## src/hw/mrc_defines.svh

```systemverilog
`ifndef MRC_DEFINES_SVH
`define MRC_DEFINES_SVH
// register offsets (byte addresses)
`define MRC_OFF_CTRL 12'h000
`define MRC_OFF_STAT 12'h004
`define MRC_OFF_IRQS 12'h008
`define MRC_OFF_IRQM 12'h00c
`define MRC_OFF_SOFT 12'h010
// ctrl fields
`define MRC_CTRL_PINEN 0
`define MRC_CTRL_LVREN 1
`define MRC_CTRL_CLKLO 2
`define MRC_CTRL_CLKHI 3
`define MRC_CTRL_LVTLO 4
`define MRC_CTRL_LVTHI 5
`define MRC_CTRL_RST 32'h0000_0003
// irq status bits
`define MRC_IRQ_PIN 0
`define MRC_IRQ_LVR 1
`define MRC_IRQ_WDN 2
`define MRC_IRQ_WDS 3
`define MRC_IRQ_W 4
// timing
`define MRC_CLK_MHZ 100
`define MRC_RSTD_MS 100
`define MRC_RSTD_CYC (`MRC_RSTD_MS * 1000 * `MRC_CLK_MHZ)
`define MRC_LVQ_US 120
`define MRC_LVQ_CYC (`MRC_LVQ_US * `MRC_CLK_MHZ)
`define MRC_SST_RC 16
`define MRC_SST_XT 1024
`define MRC_SST_LRC 2
// reset values
`define MRC_PORT_RST 8'hff
`define MRC_PC_RST 16'h0000
`define MRC_SP_TOP 3'h7
`define MRC_CNT_W 24
`endif

```

## src/hw/mrc_pkg.sv

```systemverilog
package mrc_pkg;
    typedef enum {
        MRC_S_HOLD,
        MRC_S_DELAY,
        MRC_S_RUN
    } mrc_state_t;
    typedef enum logic [1:0] {
        MRC_CK_FAST_INTERNAL_RC,
        MRC_CK_ERC,
        MRC_CK_HXT,
        MRC_CK_SLOW_INTERNAL_RC
    } mrc_clksel_t;
endpackage : mrc_pkg

```

## src/hw/mrc_qualify.sv

```systemverilog
`include "mrc_defines.svh"
// synchronises a level and reports it once it has held for LIMIT cycles
module mrc_qualify import mrc_pkg::*; #(
    parameter int LIMIT = 1
) (
    input wire logic clock,
    input wire logic sys_rst,
    input wire logic raw_in,
    input wire logic enable,
    output logic qualified
);
    logic sync1_reg;
    logic sync2_reg;
    logic [`MRC_CNT_W-1:0] cnt_reg;
    wire logic at_limit = (cnt_reg >= `MRC_CNT_W'(LIMIT));
    always_ff @(posedge clock or posedge sys_rst) begin
        if (sys_rst) begin
            sync1_reg <= 1'b0;
            sync2_reg <= 1'b0;
        end else begin
            sync1_reg <= raw_in;
            sync2_reg <= sync1_reg;
        end
    end
    // short episodes restart the count and are ignored
    always_ff @(posedge clock or posedge sys_rst) begin
        if (sys_rst) begin
            cnt_reg <= '0;
        end else if (!(enable && sync2_reg)) begin
            cnt_reg <= '0;
        end else if (!at_limit) begin
            cnt_reg <= cnt_reg + `MRC_CNT_W'(1);
        end
    end
    assign qualified = at_limit;
endmodule : mrc_qualify

```

## src/hw/mrc_reset_ctrl.sv

```systemverilog
`include "mrc_defines.svh"
module mrc_reset_ctrl import mrc_pkg::*; #(
    parameter int RSTD_CYC = `MRC_RSTD_CYC,
    parameter int LVQ_CYC = `MRC_LVQ_CYC
) (
    input wire logic clock,
    input wire logic sys_rst,
    input wire logic hsel,
    input wire logic [31:0] haddr,
    input wire logic [1:0] htrans,
    input wire logic hwrite,
    input wire logic [2:0] hsize,
    input wire logic [31:0] hwdata,
    input wire logic hready,
    output logic [31:0] hrdata,
    output logic hreadyout,
    output logic hresp,
    input wire logic ext_reset_pin_n,
    output logic shared_port_bit_in,
    input wire logic supply_low,
    input wire logic wdt_timeout,
    input wire logic sleep_or_idle,
    output logic core_reset,
    output logic pc_clear,
    output logic sp_to_top,
    output logic ports_preset,
    output logic irq_disable,
    output logic timers_off,
    output logic wdt_clear,
    output logic wdt_timeout_flag,
    output logic power_down_flag,
    output logic irq
);
    mrc_state_t state_reg, state_next;
    logic [31:0] ctrl_reg;
    logic [`MRC_IRQ_W-1:0] irqs_reg, irqm_reg;
    logic [`MRC_CNT_W-1:0] dly_reg, dly_next;
    logic pin_s1_reg, pin_s2_reg;
    logic [1:0] wds_reg;
    logic to_reg, pdf_reg;
    logic [11:0] aaddr_reg;
    logic awr_reg, apend_reg;
    logic core_reset_reg, pc_clear_reg, sp_reg, ports_reg, wdtc_reg;
    logic portbit_reg, irq_reg;
    logic [31:0] hrdata_reg;
    logic lvr_ok;
    logic pin_mode;
    logic [1:0] clk_sel;
    assign pin_mode = ctrl_reg[`MRC_CTRL_PINEN];
    assign clk_sel = ctrl_reg[`MRC_CTRL_CLKHI:`MRC_CTRL_CLKLO];

    // pin synchroniser; the first stage feeds only the second
    always_ff @(posedge clock or posedge sys_rst) begin
        if (sys_rst) begin
            pin_s1_reg <= 1'b1;
            pin_s2_reg <= 1'b1;
        end else begin
            pin_s1_reg <= ext_reset_pin_n;
            pin_s2_reg <= pin_s1_reg;
        end
    end

    mrc_qualify #(.LIMIT(LVQ_CYC)) u_lvq (
        .clock(clock),
        .sys_rst(sys_rst),
        .raw_in(supply_low),
        .enable(ctrl_reg[`MRC_CTRL_LVREN]),
        .qualified(lvr_ok)
    );

    function automatic logic [`MRC_CNT_W-1:0] sst_count(input logic [1:0] sel);
        case (mrc_clksel_t'(sel))
            MRC_CK_HXT: sst_count = `MRC_CNT_W'(`MRC_SST_XT);
            MRC_CK_SLOW_INTERNAL_RC: sst_count = `MRC_CNT_W'(`MRC_SST_LRC);
            default: sst_count = `MRC_CNT_W'(`MRC_SST_RC);
        endcase
    endfunction : sst_count

    wire logic pin_rst = pin_mode && !pin_s2_reg;
    wire logic wdt_n = wdt_timeout && !sleep_or_idle;
    wire logic wdt_s = wdt_timeout && sleep_or_idle;
    wire logic full_src = pin_rst || lvr_ok || wdt_n;
    wire logic [`MRC_CNT_W-1:0] rstd = `MRC_CNT_W'(RSTD_CYC);

    // full resets hold the core; delay runs only after all sources drop
    always_comb begin
        state_next = state_reg;
        dly_next = dly_reg;
        case (state_reg)
            MRC_S_HOLD: begin
                dly_next = '0;
                if (!pin_rst && !lvr_ok) begin
                    state_next = MRC_S_DELAY;
                end
            end
            MRC_S_DELAY: begin
                if (full_src) begin
                    state_next = MRC_S_HOLD;
                end else if (dly_reg >= rstd - `MRC_CNT_W'(1)) begin
                    state_next = MRC_S_RUN;
                end else begin
                    dly_next = dly_reg + `MRC_CNT_W'(1);
                end
            end
            MRC_S_RUN: begin
                if (full_src) begin
                    state_next = MRC_S_HOLD;
                end else if (wds_reg != 2'b00) begin
                    // sleep wake: short start-up timer, no full reset
                    if (dly_reg >= sst_count(clk_sel) - `MRC_CNT_W'(1)) begin
                        dly_next = '0;
                    end else begin
                        dly_next = dly_reg + `MRC_CNT_W'(1);
                    end
                end else if (wdt_s) begin
                    dly_next = '0;
                end
            end
            default: state_next = MRC_S_HOLD;
        endcase
    end

    always_ff @(posedge clock or posedge sys_rst) begin
        if (sys_rst) begin
            state_reg <= MRC_S_HOLD;
            dly_reg <= '0;
        end else begin
            state_reg <= state_next;
            dly_reg <= dly_next;
        end
    end

    // wds_reg: 01 = start-up timer running after sleep time-out
    wire logic sst_done = (wds_reg != 2'b00) && (dly_reg >= sst_count(clk_sel) - `MRC_CNT_W'(1));
    always_ff @(posedge clock or posedge sys_rst) begin
        if (sys_rst) begin
            wds_reg <= 2'b00;
        end else if (state_reg != MRC_S_RUN || full_src || sst_done) begin
            wds_reg <= 2'b00;
        end else if (wdt_s) begin
            wds_reg <= 2'b01;
        end
    end

    wire logic hold = (state_next != MRC_S_RUN);

    // asynchronous assertion via sys_rst, release on the clock after delay
    always_ff @(posedge clock or posedge sys_rst) begin
        if (sys_rst) begin
            core_reset_reg <= 1'b1;
            pc_clear_reg <= 1'b1;
            sp_reg <= 1'b1;
            ports_reg <= 1'b1;
            wdtc_reg <= 1'b1;
        end else begin
            core_reset_reg <= hold || (wds_reg != 2'b00) || wdt_s;
            pc_clear_reg <= hold || (wds_reg != 2'b00) || wdt_s;
            sp_reg <= hold || (wds_reg != 2'b00) || wdt_s;
            ports_reg <= hold;
            wdtc_reg <= hold || wdt_s;
        end
    end

    // flags: power-on clears both; sleep time-out in the run state sets both
    always_ff @(posedge clock or posedge sys_rst) begin
        if (sys_rst) begin
            to_reg <= 1'b0;
            pdf_reg <= 1'b0;
        end else if (wdt_s && state_reg == MRC_S_RUN) begin
            to_reg <= 1'b1;
            pdf_reg <= 1'b1;
        end else if (wdt_n) begin
            to_reg <= 1'b1;
        end
    end

    // port bit reads through only when the pin is not a reset
    always_ff @(posedge clock or posedge sys_rst) begin
        if (sys_rst) begin
            portbit_reg <= 1'b1;
        end else begin
            portbit_reg <= pin_mode ? 1'b1 : pin_s2_reg;
        end
    end

    // ahb-lite slave, zero wait state
    wire logic acc = hsel && hready && htrans[1];
    wire logic wr_ctrl = apend_reg && awr_reg && aaddr_reg == `MRC_OFF_CTRL;
    wire logic wr_irqs = apend_reg && awr_reg && aaddr_reg == `MRC_OFF_IRQS;
    wire logic wr_irqm = apend_reg && awr_reg && aaddr_reg == `MRC_OFF_IRQM;
    wire logic [`MRC_IRQ_W-1:0] ev = {wdt_s, wdt_n, lvr_ok && state_reg == MRC_S_RUN,
                                      pin_rst && state_reg == MRC_S_RUN};
    wire logic [31:0] rd_mux =
        (haddr[11:0] == `MRC_OFF_CTRL) ? ctrl_reg :
        (haddr[11:0] == `MRC_OFF_STAT) ? {28'h0000000, 2'(state_reg), to_reg, pdf_reg} :
        (haddr[11:0] == `MRC_OFF_IRQS) ? {28'h0000000, irqs_reg} :
        (haddr[11:0] == `MRC_OFF_IRQM) ? {28'h0000000, irqm_reg} : 32'h0000_0000;

    always_ff @(posedge clock or posedge sys_rst) begin
        if (sys_rst) begin
            apend_reg <= 1'b0;
            awr_reg <= 1'b0;
            aaddr_reg <= 12'h000;
            hrdata_reg <= 32'h0000_0000;
        end else begin
            apend_reg <= acc;
            awr_reg <= hwrite;
            aaddr_reg <= haddr[11:0];
            if (acc && !hwrite) begin
                hrdata_reg <= rd_mux;
            end
        end
    end

    // config survives core resets; only the power-on reset restores it
    always_ff @(posedge clock or posedge sys_rst) begin
        if (sys_rst) begin
            ctrl_reg <= `MRC_CTRL_RST;
            irqm_reg <= '0;
        end else begin
            if (wr_ctrl) begin
                ctrl_reg <= {26'h0000000, hwdata[5:0]};
            end
            if (wr_irqm) begin
                irqm_reg <= hwdata[`MRC_IRQ_W-1:0];
            end
        end
    end

    // set wins over write-one-to-clear
    always_ff @(posedge clock or posedge sys_rst) begin
        if (sys_rst) begin
            irqs_reg <= '0;
            irq_reg <= 1'b0;
        end else begin
            irqs_reg <= (irqs_reg & ~(wr_irqs ? hwdata[`MRC_IRQ_W-1:0] : '0)) | ev;
            irq_reg <= |(irqs_reg & irqm_reg);
        end
    end

    assign hrdata = hrdata_reg;
    assign hreadyout = 1'b1;
    assign hresp = 1'b0;
    assign core_reset = core_reset_reg;
    assign pc_clear = pc_clear_reg;
    assign sp_to_top = sp_reg;
    assign ports_preset = ports_reg;
    assign irq_disable = ports_reg;
    assign timers_off = ports_reg;
    assign wdt_clear = wdtc_reg;
    assign wdt_timeout_flag = to_reg;
    assign power_down_flag = pdf_reg;
    assign shared_port_bit_in = portbit_reg;
    assign irq = irq_reg;

    a_delay_hold: assert property (@(posedge clock) disable iff (sys_rst)
        $fell(core_reset) && $past(ports_preset) |-> $past(state_reg == MRC_S_DELAY))
        else $error("core reset released without delay");
    a_pin_holds: assert property (@(posedge clock) disable iff (sys_rst)
        pin_rst |=> ##1 core_reset)
        else $error("pin low did not hold core");
    a_pin_masked: assert property (@(posedge clock) disable iff (sys_rst)
        !pin_mode && state_reg == MRC_S_RUN && !lvr_ok && !wdt_timeout && wds_reg == 2'b00
        |=> !ports_preset)
        else $error("pin reset acted while disabled");
    a_wdt_normal: assert property (@(posedge clock) disable iff (sys_rst)
        wdt_n |=> wdt_timeout_flag ##1 ports_preset)
        else $error("normal timeout missed");
    a_wdt_sleep: assert property (@(posedge clock) disable iff (sys_rst)
        wdt_s && state_reg == MRC_S_RUN && !full_src |=> wdt_timeout_flag && power_down_flag && pc_clear)
        else $error("sleep timeout flags wrong");
    a_sleep_ports: assert property (@(posedge clock) disable iff (sys_rst)
        state_reg == MRC_S_RUN && state_next == MRC_S_RUN |=> !ports_preset)
        else $error("sleep wake touched ports");
    a_lvr_short: assert property (@(posedge clock) disable iff (sys_rst)
        !lvr_ok |-> state_next != MRC_S_HOLD || state_reg == MRC_S_HOLD || pin_rst || wdt_n)
        else $error("unqualified low voltage reset");
    a_pdf_keep: assert property (@(posedge clock) disable iff (sys_rst)
        !wdt_s |=> $stable(power_down_flag))
        else $error("power down flag changed");
    a_sp_top: assert property (@(posedge clock) disable iff (sys_rst)
        core_reset |-> sp_to_top && pc_clear)
        else $error("stack pointer not at top");
    a_irq_off: assert property (@(posedge clock) disable iff (sys_rst)
        ports_preset |-> irq_disable && timers_off && wdt_clear)
        else $error("irq or timers live during reset");
    c_pin: cover property (@(posedge clock) pin_rst ##1 !pin_rst);
    c_wdt_n: cover property (@(posedge clock) wdt_n);
    c_wdt_s: cover property (@(posedge clock) wdt_s && state_reg == MRC_S_RUN);
    c_run: cover property (@(posedge clock) $fell(core_reset));
endmodule : mrc_reset_ctrl

```

## config.mk

```make
export PLATFORM = sky130hd
export DESIGN_NAME = mrc_reset_ctrl
export DESIGN_NICKNAME = d
export VERILOG_FILES = /design/src/hw/mrc_pkg.sv /design/src/hw/mrc_qualify.sv /design/src/hw/mrc_reset_ctrl.sv
export VERILOG_INCLUDE_DIRS = /design/src /design/src/hw
export SDC_FILE = /design/constraint.sdc
export NUM_CORES = 1
export LEC_CHECK = 0
export BUFFER_PORTS_ARGS = -buffer_cell sky130_fd_sc_hd__buf_2
export CAP_MARGIN = 20
export CORE_UTILIZATION = 49
export CTS_CLUSTER_DIAMETER = 100
export DETAILED_ROUTE_END_ITERATION = 7
export PLACE_DENSITY_LB_ADDON = 0.08
export SYNTH_ARGS = -nofsm -noshare
export SYNTH_HDL_FRONTEND = slang
export SYNTH_SLANG_ARGS = --single-unit
export TNS_END_PERCENT = 30
```

## constraint.sdc

```tcl
create_clock -name clock -period 3.7 [get_ports clock]
set_clock_uncertainty 0.2 [all_clocks]
set_input_delay 0.185 -clock clock [delete_from_list [all_inputs] [get_ports clock]]
set_output_delay 0.185 -clock clock [all_outputs]
set_load 0.02 [all_outputs]
```

==> results.cfg <==
[sta]
setup_ws_ns = 0.5463
whs_ns = 0.1517
finalCritPeriodShare_pct = 85.23
slew-limit-headroom_pct = 36.44
final-setup-viol-count = 0
drv_slew = 0
worst_slew_pin_slew_ns = 0.9461
rsz0062_at_grt = false
fin_crit_ns = 3.154
finalSetupTns_ns = 0
max_freq_mhz = 317.1
hold_viol = 0

[pwr]
swShare_pct = 22.36
intPower_mw = 2.374
seqPwrFrac_pct = 46.5
ir_drop_v = 0.0003509
p_sw_uw = 683.5
combPwrFrac_pct = 4.2
clock_power_share_pct = 49.3
powerDensity_mw_per_mm2 = 451.5
p_leak_nw = 3.022

[global_route]
grt_usage_pct = 21.06
grt_pass1_wl_mm = 18.77
grt.overflow.total = 0
grt_pass1_vias = 4003
grt_antenna_before_repair = 0
grt_max_degree = 55

[synthesis]
synth_top_area_share_pct = 52.84
synthArstFlopShare_pct = 100.0
synth_seq_cells = 126
synth.cell_area_mm2 = 0.005588
synth_edf_count = 0
ys.flop_type = dfrtp_1
synth_area_per_cell_um2 = 10.98
synth-seq-area-share_pct = 56.61
synth_area_leaders = dfrtp_1 53%, buf_4 4.3%, dfstp_2 3.8%, nor2_1 3.4%, nand2_1 3.1%
synth_top_area_cell = dfrtp_1
netlist_instances = 509
synth_cell_type_count = 54
ys_warn_count = 0

[placed_design]
dpl.hpwl_mm = 7.537
gp_congestion = 0.7825
place_area_mm2 = 0.005967
numPortBuffers = 44
preCtsSetupSlack_ns = 0.5447

[setup_path]
crit_fanout = 17
r2r_start = u_lvq.cnt_reg[22]
cp-start-kind = flop
crit_end = dly_reg[6]
worstPathArrival_ns = 3.27
crit_top_cell = or2_1
cpMaxStageDelayCell = or4_4
reg2regPathDepth = 7
critPathRequiredTime_ns = 3.81
rrSetupSlack_ns = 0.55
worst_r2r_endpoint = dly_reg[6]
crit_type = flop to flop
worst_setup_path_end_kind = flop
crit_path_start = u_lvq.cnt_reg[22]
path_cells = or4_4 -> nor4_4 -> nand4_2 -> maj3_2 -> or2_1 -> or2_1 -> o31ai_1
cpPeakStageDelay_ns = 0.56

[clock_tree]
cts_buffers = 17
clock_latency_ns = 0.41
cts_tree = done
cts_resized = 0
cts.sinks = 126
htree_levels = 4
clock_path_buffers = 2
root_buffer = clkbuf_16
post_cts_buffers = 0
clkTransAtPathRegs_ns = 0.05

[layout]
area_growth_pct = 21.18
num_antenna_cells = 0
final_util_pct = 61.65
final_common_cell = dfrtp_1
nets = 707
layout_common_cells = 118 x dfrtp_1, 58 x conb_1, 50 x nor2_1, 46 x nand2_1, 44 x buf_2
fillers = 908
fin_area_mm2 = 0.006771
largest_reg_flops = 32
drive_above_1_share_pct = 16.67

[die]
die_h_um = 108.8
io_pins = 123
core_mm2 = 0.01098
rows = 38
start_util_pct = 50.88
die_area_mm2 = 0.01184
fp.dieW_um = 108.8

[routing]
num_vias = 3977
antenna_left = 0
vias_per_cell = 5.165
wl_per_cell_um = 14.49
routed_wl_mm = 11.16
drtIter0Drc = 138
firstDrtPassIters = 4
drc = 0

[status]
status = complete, no violations

[min_path]
hold_class = flop to flop

[run]
timing.max_cap.violations = 0
## worst max-delay path, delay by kind of cell, from the launching register on
| kind | cells | cell delay [ns] |
|---|---|---|
| AOI/OAI and AO/OA | 1 | 0.21 |
| and+or+nand+nor | 5 | 1.77 |
| adders and majority gates | 1 | 0.49 |
| DFF | 1 | 0.38 |
## metrics by stage
step / power [mW] / std cells
3_3_place_gp: 1.547 / 710
2_1_floorplan: 1.533 / 565
4_1_cts: 3.089 / 770
5_1_grt: 3.162 / 770
3_5_place_dp: 1.552 / 711
6_report: 3.057 / 770
## synthesized netlist by cell type, drive strengths merged, types with 13 or more instances
| library cell | n |
|---|---|
| nand2 | 46 |
| nor4 | 22 |
| buf | 33 |
| dfrtp | 118 |
| o21ai | 16 |
| nor2 | 50 |
| nor3 | 18 |
| nand3 | 14 |
| nand4 | 24 |
| xnor2 | 19 |
| inv | 13 |
## cell families after synthesis
| kind of cell | synth area share (%) |
|---|---|
| simple gates | 19.75 |
| flops | 56.61 |
| compound gates | 6.941 |
| buf+inv | 5.978 |
| xor+xnor | 4.075 |
| mux | 3.628 |
| fa+ha+maj | 2.888 |
| other cells | 0.1344 |
## power by group through the flow
| stage | logic, mW | clock network [mW] | registers, mW |
|---|---|---|---|
| 4_1_cts | 0.128 | 1.54 | 1.42 |
| 6_report | 0.127 | 1.51 | 1.42 |
| 5_1_grt | 0.143 | 1.59 | 1.43 |
| 3_5_place_dp | 0.107 | 0 | 1.45 |
| 2_1_floorplan | 0.0878 | 0 | 1.45 |
| 3_3_place_gp | 0.102 | 0 | 1.44 |
## timing repair
item,in CTS,in global routing
endpoints found under the hold margin,60,0
endpoints found under the setup margin,0,0
hold buffers,27,0
## per-layer routing
layer	part of all wire (%)	GRT usage [%]	up-vias
met5	0	0	-
met4	1.0	7.336	0
met3	3.9	6.515	10
met2	49	34.36	78
met1	46	26.54	1945
li1	-	-	1944
## area by class of cell
type / count / area [um2] / share of cell area (%)
clock buffers: 21 / 440.4 / 6.504
clock inverters: 11 / 93.84 / 1.386
flip-flops and latches: 126 / 3163 / 46.71
inverters: 13 / 52.55 / 0.7761
multi-input cells: 384 / 2301 / 33.98
repair buffers: 75 / 545.5 / 8.056
well taps: 140 / 175.2 / 2.587
## worst min path at each step
| stage | from | to | cells past startpoint |
|---|---|---|---|
| global route | pin_s1_reg | pin_s2_reg | 0 |
| floorplan | ext_reset_pin_n | pin_s1_reg | 0 |
| global placement | ext_reset_pin_n | pin_s1_reg | 1 |
| CTS | u_lvq.sync1_reg | u_lvq.sync2_reg | 0 |
| finish | u_lvq.sync1_reg | u_lvq.sync2_reg | 0 |
| detailed placement | ext_reset_pin_n | pin_s1_reg | 1 |
No activity file was read; power rests on OpenSTA's default activity.
